$ cat src/hdl/timer2_regs.svh
// Register offsets, field positions, reset values and timing counts of the reload/capture timer
`ifndef TIMER2_REGS_SVH
`define TIMER2_REGS_SVH

// ************************************************************
// Register offsets (byte addresses on the register port)
// ************************************************************
`define OFS_PRIORITY_LOW 8'hb8
`define OFS_PRIORITY_HIGH 8'hb9
`define OFS_TIMER_CONTROL 8'hc8
`define OFS_RELOAD_CAPTURE_LOW 8'hca
`define OFS_RELOAD_CAPTURE_HIGH 8'hcb
`define OFS_COUNT_LOW 8'hcc
`define OFS_COUNT_HIGH 8'hcd
`define OFS_EVENT_STATUS 8'hce
`define OFS_EVENT_MASK 8'hcf

// ************************************************************
// Control register fields and the priority register bit position
// ************************************************************
`define BIT_OVERFLOW_FLAG 7
`define BIT_TRIGGER_EVENT_FLAG 6
`define BIT_RECEIVE_CLOCK_SOURCE 5
`define BIT_TRANSMIT_CLOCK_SOURCE 4
`define BIT_TRIGGER_ENABLE 3
`define BIT_RUN_BIT 2
`define BIT_COUNTER_TIMER_SELECT 1
`define BIT_CAPTURE_RELOAD_SELECT 0
`define BIT_PRIORITY 5

// ************************************************************
// Event status and mask fields
// ************************************************************
`define EVT_OVERFLOW 0
`define EVT_TRIGGER 1
`define EVT_WIDTH 2

// ************************************************************
// Reset values and timing
// ************************************************************
`define RST_BYTE 8'h00
`define RST_WORD 16'h0000
`define RST_EVT 2'h0
`define TIMER_DIV_CYCLES 2

`endif

$ cat src/hdl/timer2_pkg.sv
// Types shared by the reload/capture timer
package timer2_pkg;
  typedef logic [7:0] byte_t;
  typedef logic [15:0] word_t;
  typedef logic [1:0] evt_t;
endpackage

$ cat src/hdl/timer2_reload_capture_unit.sv
// 16-bit timer/counter with auto-reload, capture and baud tick output
// Function
// - Overflow sets overflow flag unless a UART clock source bit is set; software clears.
// - Trigger-caused capture or reload sets trigger event flag; software clears.
// - Receive clock source bit picks timer1 or this overflow as receive clock.
// - Transmit clock source bit picks timer1 or this overflow as transmit clock.
// - Trigger falling edge acts only with enable set and both clock bits clear.
// - Counter advances only while the run bit is one.
// - Timer mode increments the count once every two clock cycles.
// - Counter mode increments the count on each count pin falling edge.
// - Reload mode reloads on overflow and on enabled trigger edges.
// - Capture mode captures on enabled trigger edges, no trigger reload.
// - Either clock source bit forces auto-reload on overflow, ignoring select bit.
// - Reload/capture value is readable and writable as two bytes, reset zero.
// - Running count is readable and writable as two bytes, reset zero.
// - Two-bit priority level from bit 5 of two registers, reset zero.
`timescale 1ns/100ps
`include "timer2_regs.svh"

module timer2_reload_capture_unit
  import timer2_pkg::*;
#(
  parameter int TIMER_DIV = `TIMER_DIV_CYCLES
) (
  input wire logic clk,
  input wire logic rst_b,
  input wire logic [7:0] reg_addr,
  input wire logic [7:0] reg_wdata,
  input wire logic reg_wr,
  input wire logic reg_rd,
  output logic [7:0] reg_rdata,
  input wire logic count_pin,
  input wire logic trigger_pin,
  input wire logic timer1_overflow,
  output logic rx_baud_tick,
  output logic tx_baud_tick,
  output logic priority_high_bit,
  output logic priority_low_bit,
  output logic irq
);

  // ************************************************************
  // Helpers
  // ************************************************************

  // Replace one byte of a 16-bit word
  function automatic word_t merge_byte(input word_t old, input byte_t b, input logic hi);
    merge_byte = hi ? {b, old[7:0]} : {old[15:8], b};
  endfunction

  // Write strobe decode for one offset
  function automatic logic wr_at(input logic wr, input byte_t a, input byte_t ofs);
    wr_at = wr && (a == ofs);
  endfunction

  // ************************************************************
  // State
  // ************************************************************
  byte_t ctrl_q;
  word_t count_q;
  word_t rcap_q;
  evt_t status_q;
  evt_t mask_q;
  logic [3:0] presc_q;
  logic count_prev_q;
  logic trig_prev_q;
  logic prio_hi_q;
  logic prio_lo_q;
  byte_t rdata_q;
  logic rx_tick_q;
  logic tx_tick_q;
  logic irq_q;
  word_t count_d;
  word_t rcap_d;

  logic run, ct_sel, cr_sel, trig_en, rclk, transmit_clock_source, baud_mode;
  logic presc_tick, count_fall, trig_fall, inc_evt, ovf_evt, trig_act, reload_sel;
  logic wr_ctrl, wr_cl, wr_ch, wr_rl, wr_rh;

  assign run = ctrl_q[`BIT_RUN_BIT];
  assign ct_sel = ctrl_q[`BIT_COUNTER_TIMER_SELECT];
  assign cr_sel = ctrl_q[`BIT_CAPTURE_RELOAD_SELECT];
  assign trig_en = ctrl_q[`BIT_TRIGGER_ENABLE];
  assign rclk = ctrl_q[`BIT_RECEIVE_CLOCK_SOURCE];
  assign transmit_clock_source = ctrl_q[`BIT_TRANSMIT_CLOCK_SOURCE];
  assign baud_mode = rclk | transmit_clock_source;

  // Write decodes
  assign wr_ctrl = wr_at(reg_wr, reg_addr, `OFS_TIMER_CONTROL);
  assign wr_cl = wr_at(reg_wr, reg_addr, `OFS_COUNT_LOW);
  assign wr_ch = wr_at(reg_wr, reg_addr, `OFS_COUNT_HIGH);
  assign wr_rl = wr_at(reg_wr, reg_addr, `OFS_RELOAD_CAPTURE_LOW);
  assign wr_rh = wr_at(reg_wr, reg_addr, `OFS_RELOAD_CAPTURE_HIGH);

  // ************************************************************
  // Event detection
  // ************************************************************

  // Pins are synchronous, so one previous-value flop suffices for edges
  assign count_fall = count_prev_q & ~count_pin;
  assign trig_fall = trig_prev_q & ~trigger_pin;
  assign presc_tick = (presc_q == 4'(TIMER_DIV - 1));
  // Count source and gating
  assign inc_evt = run && (ct_sel ? count_fall : presc_tick);
  assign ovf_evt = inc_evt && (count_q == 16'hffff);
  // Trigger edges are dead while a baud clock is being produced
  assign trig_act = trig_fall && trig_en && !baud_mode;
  assign reload_sel = !cr_sel || baud_mode;

  // Edge history; idle-high reset so reset release is no edge
  always_ff @(posedge clk or negedge rst_b) begin
    if (!rst_b) begin
      count_prev_q <= 1'b1;
      trig_prev_q <= 1'b1;
    end else begin
      count_prev_q <= count_pin;
      trig_prev_q <= trigger_pin;
    end
  end

  // Divide-by-two prescaler; held at zero while stopped or in counter mode
  always_ff @(posedge clk or negedge rst_b) begin
    if (!rst_b) begin
      presc_q <= 4'h0;
    end else if (!run || ct_sel || presc_tick) begin
      presc_q <= 4'h0;
    end else begin
      presc_q <= presc_q + 4'h1;
    end
  end

  // ************************************************************
  // Count and reload/capture value
  // ************************************************************

  // Software byte writes win over hardware in the same cycle
  always_comb begin
    count_d = count_q;
    if (inc_evt) begin
      if (!ovf_evt) begin
        count_d = count_q + 16'h0001;
      end else if (reload_sel) begin
        count_d = rcap_q;
      end else begin
        count_d = `RST_WORD;
      end
    end
    if (trig_act && !cr_sel) begin
      count_d = rcap_q;
    end
    if (wr_cl) begin
      count_d = merge_byte(count_d, reg_wdata, 1'b0);
    end
    if (wr_ch) begin
      count_d = merge_byte(count_d, reg_wdata, 1'b1);
    end
  end

  // Capture wins over a software write so a captured edge is kept
  always_comb begin
    rcap_d = rcap_q;
    if (wr_rl) begin
      rcap_d = merge_byte(rcap_d, reg_wdata, 1'b0);
    end
    if (wr_rh) begin
      rcap_d = merge_byte(rcap_d, reg_wdata, 1'b1);
    end
    if (trig_act && cr_sel) begin
      rcap_d = count_q;
    end
  end

  // Count and reload registers
  always_ff @(posedge clk or negedge rst_b) begin
    if (!rst_b) begin
      count_q <= `RST_WORD;
      rcap_q <= `RST_WORD;
    end else begin
      count_q <= count_d;
      rcap_q <= rcap_d;
    end
  end

  // ************************************************************
  // Control register
  // ************************************************************

  // Flags: hardware set wins over a software clear in the same cycle
  always_ff @(posedge clk or negedge rst_b) begin
    if (!rst_b) begin
      ctrl_q <= `RST_BYTE;
    end else begin
      if (wr_ctrl) begin
        ctrl_q <= reg_wdata;
      end
      if (ovf_evt && !baud_mode) begin
        ctrl_q[`BIT_OVERFLOW_FLAG] <= 1'b1;
      end
      if (trig_act) begin
        ctrl_q[`BIT_TRIGGER_EVENT_FLAG] <= 1'b1;
      end
    end
  end

  // Priority level bits
  always_ff @(posedge clk or negedge rst_b) begin
    if (!rst_b) begin
      prio_hi_q <= 1'b0;
      prio_lo_q <= 1'b0;
    end else begin
      if (wr_at(reg_wr, reg_addr, `OFS_PRIORITY_HIGH)) begin
        prio_hi_q <= reg_wdata[`BIT_PRIORITY];
      end
      if (wr_at(reg_wr, reg_addr, `OFS_PRIORITY_LOW)) begin
        prio_lo_q <= reg_wdata[`BIT_PRIORITY];
      end
    end
  end

  // ************************************************************
  // Interrupt status and mask
  // ************************************************************

  // Write one to clear; a new event in the same cycle stays set
  always_ff @(posedge clk or negedge rst_b) begin
    if (!rst_b) begin
      status_q <= `RST_EVT;
      mask_q <= `RST_EVT;
    end else begin
      status_q <= (status_q & ~(wr_at(reg_wr, reg_addr, `OFS_EVENT_STATUS) ?
                   reg_wdata[`EVT_WIDTH-1:0] : `RST_EVT)) |
                  {trig_act, ovf_evt && !baud_mode};
      if (wr_at(reg_wr, reg_addr, `OFS_EVENT_MASK)) begin
        mask_q <= reg_wdata[`EVT_WIDTH-1:0];
      end
    end
  end

  // Level interrupt, one cycle behind status
  always_ff @(posedge clk or negedge rst_b) begin
    if (!rst_b) begin
      irq_q <= 1'b0;
    end else begin
      irq_q <= |(status_q & mask_q);
    end
  end

  // ************************************************************
  // Baud tick outputs
  // ************************************************************

  // The UART decides itself whether it is in mode 1 or 3
  always_ff @(posedge clk or negedge rst_b) begin
    if (!rst_b) begin
      rx_tick_q <= 1'b0;
      tx_tick_q <= 1'b0;
    end else begin
      rx_tick_q <= rclk ? ovf_evt : timer1_overflow;
      tx_tick_q <= transmit_clock_source ? ovf_evt : timer1_overflow;
    end
  end

  // ************************************************************
  // Read port
  // ************************************************************

  // Data stand only in the cycle after the strobe; unmapped reads give zero
  always_ff @(posedge clk or negedge rst_b) begin
    if (!rst_b) begin
      rdata_q <= `RST_BYTE;
    end else if (!reg_rd) begin
      rdata_q <= `RST_BYTE;
    end else begin
      case (reg_addr)
        `OFS_TIMER_CONTROL: rdata_q <= ctrl_q;
        `OFS_RELOAD_CAPTURE_LOW: rdata_q <= rcap_q[7:0];
        `OFS_RELOAD_CAPTURE_HIGH: rdata_q <= rcap_q[15:8];
        `OFS_COUNT_LOW: rdata_q <= count_q[7:0];
        `OFS_COUNT_HIGH: rdata_q <= count_q[15:8];
        `OFS_PRIORITY_LOW: rdata_q <= {2'h0, prio_lo_q, 5'h00};
        `OFS_PRIORITY_HIGH: rdata_q <= {2'h0, prio_hi_q, 5'h00};
        `OFS_EVENT_STATUS: rdata_q <= {6'h00, status_q};
        `OFS_EVENT_MASK: rdata_q <= {6'h00, mask_q};
        default: rdata_q <= `RST_BYTE;
      endcase
    end
  end

  assign reg_rdata = rdata_q;
  assign rx_baud_tick = rx_tick_q;
  assign tx_baud_tick = tx_tick_q;
  assign priority_high_bit = prio_hi_q;
  assign priority_low_bit = prio_lo_q;
  assign irq = irq_q;
endmodule

$ cat config.mk
export PLATFORM = sky130hd
export DESIGN_NAME = timer2_reload_capture_unit
export DESIGN_NICKNAME = d
export VERILOG_FILES = /design/src/hdl/timer2_pkg.sv /design/src/hdl/timer2_reload_capture_unit.sv
export VERILOG_INCLUDE_DIRS = /design/src /design/src/hdl
export SDC_FILE = /design/constraint.sdc
export NUM_CORES = 1
export LEC_CHECK = 0
export BUFFER_PORTS_ARGS = -buffer_cell sky130_fd_sc_hd__buf_4
export CAP_MARGIN = 40
export CORE_AREA = 2 2 101 123
export CTS_BUF_LIST = sky130_fd_sc_hd__clkbuf_2
export CTS_CLUSTER_SIZE = 8
export DETAILED_ROUTE_END_ITERATION = 8
export DIE_AREA = 0 0 103 125
export GPL_TIMING_DRIVEN = 0
export PLACE_DENSITY = 0.53
export SLEW_MARGIN = 20
export SYNTH_ARGS = -nofsm -noshare
export SYNTH_HDL_FRONTEND = slang
export SYNTH_SLANG_ARGS = --single-unit
$ cat constraint.sdc
create_clock -name clk -period 2.95 [get_ports clk]
set_input_delay 0.59 -clock clk [delete_from_list [all_inputs] [get_ports clk]]
set_output_delay 0.59 -clock clk [all_outputs]
set_load 0.01 [all_outputs]
-- After elaboration in Yosys (flattened, before gate mapping)
Cells that the tools add are included.
- bits in registers: 63
- bits of input ports: 23
- output and inout bits: 13
- word-level logic and storage cells: 84
- add/sub/neg operators: 2
- equal/unequal tests: 11
- muxes and demuxes: 19
- bitwise operators: 9
- reduce and logical (&&, ||, !) cells: 26
- operators with widths (cell ; count):
    16-bit 2-to-1 mux ; 7
    8-bit == test, second input constant ; 9
    8-bit one-hot mux with 9 select lines ; 1
    8-bit 2-to-1 mux ; 4
    16-bit by 1-bit adder with 16-bit output, second input constant ; 1
    16-bit == test, second input constant ; 1
    1-bit logical AND ; 16
    2-bit nonzero test ; 3
    1-bit 2-to-1 mux ; 5
    4-bit by 1-bit adder with 4-bit output, second input constant ; 1
    2-bit bitwise AND ; 2
    4-bit by 1-bit == test with 1-bit output, second input constant ; 1
    4-bit 2-to-1 mux ; 1
    1-bit logical NOT ; 3
    1-bit logical OR ; 3
    1-bit bitwise AND ; 2
    2-bit 2-to-1 mux ; 1
    1-bit inverter ; 2
    2-bit inverter ; 1
    2-bit OR ; 1
    2-bit OR reduction ; 1
    1-bit OR ; 1

-- Longest topological paths before layout
Gate-level depths: netlist of run 1.
- depth after elaboration: 10
- mapped depth: 8
- mapped depth without buffers: 7

-- Worst setup path after synthesis of run 1
No wires, ideal clock.
- path type: reg2reg
- start point: register count_q[0]
- end point: register count_q[8]
- library setup time: 148 ps
- arrival: 2030 ps
- data required time: 2802 ps
- slack: 772 ps
- stages on the path, launching flop included: 9
- buffers on the path: 1
- clock period less this slack: 2178 ps
- cell sequence: dfrtp_1 ha_1 nand3_1 or4_4 buf_6 nor3_4 nor2_2 a221oi_2 a211oi_2
- word-level cells in the longest chain between the ends: 6
- elaborated cells on any way between the ends: 7
- those cells by class: add/sub: 1; eq/ne: 1; mux: 4; reduce/logical: 1
- RTL lines (element ; RTL line ; source):
    start, declared ; timer2_reload_capture_unit.sv:60 ; word_t count_q;
    start signal, assigned ; timer2_reload_capture_unit.sv:176 ; count_q <= `RST_WORD;
    start signal, assigned ; timer2_reload_capture_unit.sv:179 ; count_q <= count_d;
    branches (longest 2 deep; another with 16-bit by 1-bit adder with 16-bit output) ; - ;
    16-bit 2-to-1 mux (*) ; timer2_reload_capture_unit.sv:140 ; if (!ovf_evt) begin
    16-bit 2-to-1 mux (*) ; timer2_reload_capture_unit.sv:139 ; if (inc_evt) begin
    16-bit 2-to-1 mux (*) ; timer2_reload_capture_unit.sv:148 ; if (trig_act && !cr_sel) begin
    16-bit 2-to-1 mux (*) ; timer2_reload_capture_unit.sv:154 ; if (wr_ch) begin
Every way passes the cells marked *.
A chain may end at the register's enable or synchronous reset.

-- Worst setup path after layout of run 1
- start point: register count_q[0]
- end point: register count_q[13]
The elaborated chain is that of the path after synthesis.

==> results of run 1 <==
==> Yosys cell counts, types with 9 or more instances <==
master / count / area share (%)
dfrtp_1: 61 / 43
nand2_1: 50 / 5.3
nor2_1: 27 / 2.9
mux2_2: 19 / 6.0
nand3_1: 19 / 2.7
a22oi_1: 17 / 3.6
mux2i_1: 17 / 4.8
o21ai_1: 17 / 2.4
a21oi_1: 16 / 2.3
o21ai_0: 14 / 2.0
xor2_1: 11 / 2.7
clkbuf_1: 10 / 1.1
nor3_1: 10 / 1.4
nand4_1: 9 / 1.6
==> through the flow <==
stage          cell area [um^2]  hold slack (ps)
5_1_grt                    4150             98.5
6_report                   4150              129
4_1_cts                    4110              116
3_3_place_gp               4000              485
3_5_place_dp               4010              490
2_1_floorplan              3550              294
==> state kept, by name (all words and copies together) (netlist names), 2 cells and up <==
signal and flops:
rcap_q 16, ctrl_q 8, status_q 2, presc_q 4, count_q 16, reg_rdata 8, mask_q 2
==> logic make-up after synthesis <==
kind of cell,share of synthesized area [%]
adders and majority gates,1.06
muxes,11.4
xor gates and xnor gates,3.70
buffers and inverters,2.71
AOI/OAI and AO/OA,16.3
and+or+nand+nor,20.4
DFF,44.4
==> layer usage <==
layer | track usage [%] | share of wire (%)
met1 | 24.2 | 44
met2 | 29.1 | 49
met3 | 2.79 | 4.7
met4 | 8.28 | 2.8
met5 | 0 | 0
==> report_power, final <==
part	total (uW)	switching, uW	internal [uW]	leakage, uW
combinational	390	202	188	0.000969
clock	537	341	196	0.0000731
sequential	1080	128	953	0.000848
total	2010	671	1340	0.00189
==> final cells by class <==
cell class,count,area (um^2)
sequential,63,1580
clock inverter,5,48.8
inverter,7,26.3
clock buffer,11,55.1
multi-input combinational,286,1880
buffer,16,70.1
antenna,1,2.50
tap,161,201
fill,1256,7630
timing repair buffer,36,290
==> worst max-delay path by stage <==
stage	startpoint	to	slack (ps)	cells after the start
floorplan	count_q[0]	count_q[8]	770	8
global placement	reg_wr	count_q[11]	-60	6
detailed placement	reg_addr[4]	rcap_q[10]	-150	7
CTS	count_q[0]	count_q[13]	310	8
global route	count_q[0]	count_q[13]	150	8
finish	count_q[0]	count_q[13]	260	8
==> flow_metrics.py, run 1 <==
metrics = {
    "status": {
        "outcome": "completed",
    },
    "logic_synthesis": {
        "ys_types": 56,
        "synth-edff-count": 0,
        "synth_area_um2": 3550,
        "synth-warning-count": 0,
        "syn_area_per_cell_um2": 9.55,
        "syn-num-nets": 398,
        "synthFlopType": "dfrtp_1",
        "syn_inst": 372,
        "ys_seq_area_share_pct": 44.4,
        "synthArstFlopShare_pct": 100,
        "ys_seq_elements": 63,
    },
    "timing": {
        "slew_headroom_pct": 42.2,
        "fin_skew_ps": 21.6,
        "rsz0062_at_grt": "no",
        "finalHoldViolCount": 0,
        "setup_violations": 0,
        "tns_ps": 0,
        "final.min_clock_period_ps": 2690,
        "fin_crit_sh_pct": 91.1,
        "tightest_slew_ps": 863,
        "clock.fmax_mhz": 372,
        "fin_ws_ps": 262,
        "final_max_slew_viol_count": 0,
    },
    "floorplanning": {
        "rows": 44,
        "die_h_um": 125,
        "dieArea_um2": 12900,
        "floorplan.initialDensity_pct": 30.2,
        "die_w_um": 103,
        "num_io_pins": 36,
        "core_um2": 11800,
    },
    "layout": {
        "drive_above_1_share_pct": 20.5,
        "final_cell_mix": "61 x dfrtp_1, 50 x nand2_1, 33 x buf_4",
        "fin_cells": 586,
        "final_common_cell": "dfrtp_1",
        "fin_util_pct": 35.2,
        "nets": 445,
        "syn2layout_area_growth_pct": 16.8,
    },
    "setup_path": {
        "r2r-start": "count_q[0]",
        "max_stage_delay_ps": 540,
        "reg2reg_depth": 8,
        "startpoint_type": "register",
        "required_ps": 3380,
        "crit_family": "simple AND/OR/NAND/NOR gates",
        "crit_path_top_delay_cell": "or4_4",
        "crit_fanout": 9,
        "crit_buf_inv": 1,
        "worstPathCellList": "ha_1 -> nand3_1 -> or4_4 -> buf_6 -> nor3_4 -> nor2_2 -> a32oi_1 -> a31oi_1",
        "path_class": "reg -> reg",
        "ff2ff_setup_slack_ps": 260,
        "critPathArrivalTime_ps": 3120,
        "cp-end-kind": "register",
        "regToRegEndpoint": "count_q[13]",
    },
    "global_routing": {
        "grt_pass1_vias": 3233,
        "grt_pass1_wl_um": 17900,
        "antenna_found_initial": 1,
        "track_usage_pct": 18.2,
        "grt_overflow": 0,
        "grt_max_degree": 64,
    },
    "drt": {
        "detail_route.wl_per_cell_um": 19.1,
        "postRouteAntennaNets": 0,
        "drc": 0,
        "drt_iter0_drc": 304,
        "dr_total_vias": 3169,
        "viasPerCell": 5.41,
        "drt_pre_antenna_iters": 9,
        "routed_wl_um": 11200,
    },
    "place": {
        "placed_cells": 567,
        "place_ws_ps": -149,
        "dp_hpwl_um": 7960,
        "gp_congestion": 0.882,
        "port-buffer-count": 32,
    },
    "power": {
        "powerDensity_nw_per_um2": 484,
        "vdd_drop_max_mv": 0.189,
        "leakage_uw": 0.00189,
        "p_total_uw": 2010,
    },
    "clock_tree": {
        "cts.clk_slew.worst_paths_ps": 200,
        "cts_buffer_depth": 2,
        "cts_made_buffers": 9,
        "cts_setup_buffers": 0,
        "cts_tree": "built",
        "cts_hold_buf": 0,
        "root_buffer": "clkbuf_2",
        "cts_sinks": 63,
        "h-tree-depth": 3,
        "post_cts_resized": 0,
        "clock_latency_ps": 550,
    },
    "worst_hold_path": {
        "min_from": "trigger_pin",
        "hold_depth": 1,
        "hold_class": "in -> reg",
        "holdPathEnd": "trig_prev_q",
    },
    "job": {
        "max_cap_violations": 0,
    },
}
No activity file was read; power rests on OpenSTA's default activity.
==> run 2, diff against run 1 <==
clock period = 2.75 ns   (was 2.95 ns; I/O delays follow)
==> flow_metrics.py, run 2 (same netlist as run 1, synthesis figures left out) <==
metrics = {
    "timing": {
        "holdWs_ps": 89.4,
        "setup_violations": 0,
        "tightest_slew_ps": 831,
        "final_max_slew_viol_count": 0,
        "rsz0062_at_grt": "no",
        "fin_crit_sh_pct": 94.2,
        "slew_headroom_pct": 44.4,
        "finalHoldViolCount": 0,
        "fin_skew_ps": 24.0,
        "clock.fmax_mhz": 386,
        "final.min_clock_period_ps": 2590,
        "fin_ws_ps": 160,
    },
    "setup_path": {
        "reg2reg_depth": 9,
        "critPathArrivalTime_ps": 3050,
        "cp-end-kind": "register",
        "ff2ff_setup_slack_ps": 160,
        "worstPathCellList": "ha_1 -> nand3_1 -> or4_4 -> buf_6 -> nor3_4 -> buf_4 -> a21o_4 -> a221oi_1 -> nor3_2",
        "regToRegEndpoint": "count_q[10]",
        "max_stage_delay_ps": 540,
        "path_class": "reg -> reg",
        "required_ps": 3210,
        "startpoint_type": "register",
        "crit_fanout": 7,
        "r2r-start": "count_q[0]",
        "crit_path_top_delay_cell": "or4_4",
    },
    "layout": {
        "final_cell_mix": "61 x dfrtp_1, 50 x nand2_1, 36 x buf_4",
        "nFillCells": 1256,
        "nets": 448,
        "multi_input_area_um2": 1880,
        "top_regs": "count_q (16), rcap_q (16)",
        "syn2layout_area_growth_pct": 17.5,
        "final_common_cell": "dfrtp_1",
        "drive_above_1_share_pct": 21.3,
        "post-route-cell-area_um2": 4180,
        "final-seq-area_um2": 1580,
    },
    "global_routing": {
        "grt_pass1_vias": 3233,
        "grt_overflow": 0,
        "grt_max_degree": 64,
        "grt_pass1_wl_um": 17900,
        "track_usage_pct": 18.2,
        "antenna_found_initial": 1,
    },
    "clock_tree": {
        "cts.clk_slew.worst_paths_ps": 200,
        "cts_tree": "built",
        "clock_latency_ps": 540,
        "cts_buffer_depth": 2,
        "h-tree-depth": 3,
        "root_buffer": "clkbuf_2",
        "cts_made_buffers": 9,
        "cts_sinks": 63,
    },
    "worst_hold_path": {
        "hold_depth": 1,
        "hold_class": "in -> reg",
        "holdPathEnd": "trig_prev_q",
        "min_from": "trigger_pin",
    },
    "floorplanning": {
        "floorplan.initialDensity_pct": 30.2,
        "die_w_um": 103,
        "core_um2": 11800,
        "die_h_um": 125,
        "num_io_pins": 36,
        "dieArea_um2": 12900,
        "rows": 44,
    },
    "drt": {
        "dr_total_vias": 3195,
        "routed_wl_um": 11200,
        "viasPerCell": 5.42,
        "drt_iter0_drc": 275,
        "postRouteAntennaNets": 0,
        "drc": 0,
        "detail_route.wl_per_cell_um": 19.0,
        "drt_pre_antenna_iters": 5,
    },
    "job": {
        "max_cap_violations": 0,
    },
    "power": {
        "powerDensity_nw_per_um2": 516,
        "vdd_drop_max_mv": 0.203,
        "leakage_uw": 0.00191,
        "p_total_uw": 2150,
    },
    "status": {
        "outcome": "completed",
    },
    "place": {
        "port-buffer-count": 32,
        "gp_congestion": 0.882,
        "postPlaceCellArea_um2": 4010,
        "dp_hpwl_um": 7960,
        "place_ws_ps": -309,
    },
}
-- run 2: timing repair --
| action | in CTS | in global routing |
|---|---|---|
| buffers inserted | 0 | 3 |
| resized for setup | 0 | 1 |
| hold buffers | 0 | 1 |
| hold endpoints to repair | 0 | 19 |
| setup endpoints to repair | 0 | 5 |
-- run 2: cell type report --
class | count | share of cell area, %
multi-input cells | 286 | 45.0
flip-flops and latches | 63 | 37.8
repair buffers | 39 | 7.49
well taps | 161 | 4.82
plain buffers | 16 | 1.68
clock buffers | 11 | 1.32
clock inverters | 5 | 1.17
inverters | 7 | 0.629
diodes | 1 | 0.0599
-- run 2: per-stage QoR --
stage | TNS (ps) | instances | util [%]
after CTS | 0 | 583 | 34.9
after floorplan | 0 | 372 | -
after detailed placement | -3900 | 567 | 34.0
after global placement | -3260 | 565 | 33.9
final | 0 | 589 | 35.5
after global routing | 0 | 589 | 35.5
-- run 2: worst max-delay path by stage --
stage	start	endpoint	slack (ps)	cells past startpoint
final	count_q[0]	count_q[10]	160	9
after global routing	count_q[0]	count_q[10]	70	9
after CTS	count_q[0]	count_q[13]	110	8
after detailed placement	reg_addr[4]	rcap_q[10]	-310	7
after global placement	reg_wr	count_q[11]	-220	6
after floorplan	count_q[0]	count_q[8]	570	8
-- run 2: routing by layer --
| metal | GRT usage (%) | routed length (um) | vias up |
|---|---|---|---|
| li1 | - | - | 1466 |
| met1 | 24.2 | 4940 | 1604 |
| met2 | 29.1 | 5440 | 102 |
| met3 | 2.79 | 468 | 23 |
| met4 | 8.28 | 318 | 0 |
| met5 | 0 | 0 | - |
-- run 2: worst max-delay path: cells and delay by family (launching register included) --
| family | cells | cell delay (ps) |
|---|---|---|
| AO/OA/AOI/OAI | 2 | 280 |
| adder cells (fa/ha/maj) | 1 | 230 |
| buffers and inverters | 2 | 330 |
| flip-flops | 1 | 510 |
| AND/OR/NAND/NOR | 4 | 1170 |
-- run 2: power by group --
part / leakage, uW / switching, uW / total (uW) / internal, uW
logic: 0.000985 / 217 / 419 / 202
clock network: 0.0000731 / 364 / 574 / 210
registers: 0.000848 / 139 / 1160 / 1020
total: 0.00191 / 720 / 2150 / 1430
==> run 3, diff against run 2 <==
CELL_PAD_IN_SITES_DETAIL_PLACEMENT = 2   (was not set)
CELL_PAD_IN_SITES_GLOBAL_PLACEMENT = 2   (was not set)
PLACE_DENSITY = 0.73   (was 0.53)
==> flow_metrics.py, run 3 (same netlist as run 1, synthesis figures left out) <==
metrics = {
    "layout": {
        "nets": 447,
        "final_common_cell": "dfrtp_1",
        "post-route-cell-area_um2": 4160,
        "final_cell_mix": "59 x dfrtp_1, 50 x nand2_1, 36 x buf_4",
        "drive_above_1_share_pct": 21.8,
        "top_regs": "count_q (16), rcap_q (16)",
        "syn2layout_area_growth_pct": 17.0,
    },
    "timing": {
        "holdWs_ps": 90.4,
        "final.min_clock_period_ps": 2560,
        "fin_ws_ps": 193,
        "tns_ps": 0,
        "fin_skew_ps": 24.8,
        "fin_crit_sh_pct": 93.0,
        "tightest_slew_ps": 824,
        "finalHoldViolCount": 0,
        "setup_violations": 0,
        "final_max_slew_viol_count": 0,
        "slew_headroom_pct": 44.9,
        "clock.fmax_mhz": 391,
    },
    "setup_path": {
        "startpoint_type": "register",
        "path_class": "reg -> reg",
        "r2r-start": "count_q[0]",
        "critPathArrivalTime_ps": 3030,
        "critPathLaunch": "count_q[0]",
        "ff2ff_setup_slack_ps": 190,
        "required_ps": 3220,
        "regToRegEndpoint": "count_q[1]",
        "crit_fanout": 7,
        "reg2reg_depth": 9,
        "endpoint": "count_q[1]",
        "cp-end-kind": "register",
    },
    "global_routing": {
        "grt_overflow": 0,
        "antenna_found_initial": 1,
        "grt_pass1_wl_um": 20800,
        "grt_pass1_vias": 3499,
        "grt_max_degree": 37,
        "track_usage_pct": 21.9,
    },
    "clock_tree": {
        "h-tree-depth": 3,
        "cts_sinks": 63,
        "cts_made_buffers": 9,
        "cts_tree": "built",
        "cts.clk_slew.worst_paths_ps": 190,
        "clock_latency_ps": 550,
        "cts_buffer_depth": 2,
        "root_buffer": "clkbuf_2",
    },
    "floorplanning": {
        "die_w_um": 103,
        "dieArea_um2": 12900,
        "num_io_pins": 36,
        "core_um2": 11800,
        "floorplan.initialDensity_pct": 30.2,
        "rows": 44,
        "die_h_um": 125,
    },
    "place": {
        "port-buffer-count": 32,
        "place_ws_ps": -445,
        "dp_hpwl_um": 9870,
        "gp_congestion": 0.825,
        "postPlaceCellArea_um2": 4030,
    },
    "drt": {
        "postRouteAntennaNets": 0,
        "drt_pre_antenna_iters": 4,
        "routed_wl_um": 13400,
        "viasPerCell": 5.48,
        "detail_route.wl_per_cell_um": 22.8,
        "dr_total_vias": 3225,
        "drt_iter0_drc": 137,
        "drc": 0,
    },
    "worst_hold_path": {
        "hold_class": "in -> reg",
        "min_from": "count_pin",
    },
    "power": {
        "powerDensity_nw_per_um2": 502,
        "vdd_drop_max_mv": 0.148,
        "leakage_uw": 0.00188,
        "p_total_uw": 2090,
    },
    "status": {
        "outcome": "completed",
    },
    "job": {
        "max_cap_violations": 0,
    },
}
run 3: how the worst min path moves through the flow:
stage / to / slack [ps] / cells past startpoint
CTS: count_prev_q / 70 / 1
floorplan: count_q[0] / 250 / 0
finish: count_prev_q / 90 / 1
global route: count_prev_q / 50 / 1
detailed placement: ctrl_q[7] / 490 / 2
global placement: presc_q[0] / 470 / 1
run 3: timing repair:
action,4_1_cts,5_1_grt
gates cloned,0,0
pin swaps,1,0
buffers inserted,3,0
gates resized for setup,0,5
hold buffers,1,0
endpoints found under the setup margin,1,5
hold endpoints to repair,27,0
run 3: report_power, final:
| group | switching, uW | total [uW] | internal (uW) |
|---|---|---|---|
| clock | 369 | 486 | 117 |
| sequential | 144 | 1170 | 1020 |
| combinational | 231 | 432 | 201 |
| total | 744 | 2090 | 1340 |
run 3: metrics by stage:
step / std cells / util (%)
after detailed placement: 567 / 34.2
after floorplan: 372 / -
after global placement: 565 / 33.9
after global routing: 588 / 35.3
after CTS: 587 / 35.2
final: 588 / 35.3
run 3: layer usage:
| layer | track usage (%) | routed length [um] |
|---|---|---|
| met1 | 27.7 | 5580 |
| met2 | 37.7 | 7150 |
| met3 | 3.07 | 344 |
| met4 | 7.59 | 314 |
| met5 | 0 | 0 |
run 3: worst max-delay path, cell delays in order (launching register included):
cell and delay, ps:
dfrtp_2 490, ha_1 220, nand3_1 220, or4_4 540, buf_6 150, nor3_4 240, buf_4 160, a21o_4 180
a211oi_1 110, a211oi_2 160
run 3: area by class of cell:
type	instances	area, um^2
Tap cell	161	201
Multi-Input combinational cell	286	1900
Clock buffer	11	55.1
Fill cell	1362	7620
Sequential cell	63	1580
Timing Repair Buffer	38	300
Buffer	16	70.1
Inverter	7	26.3
Clock inverter	5	25.0
Antenna cell	1	2.50
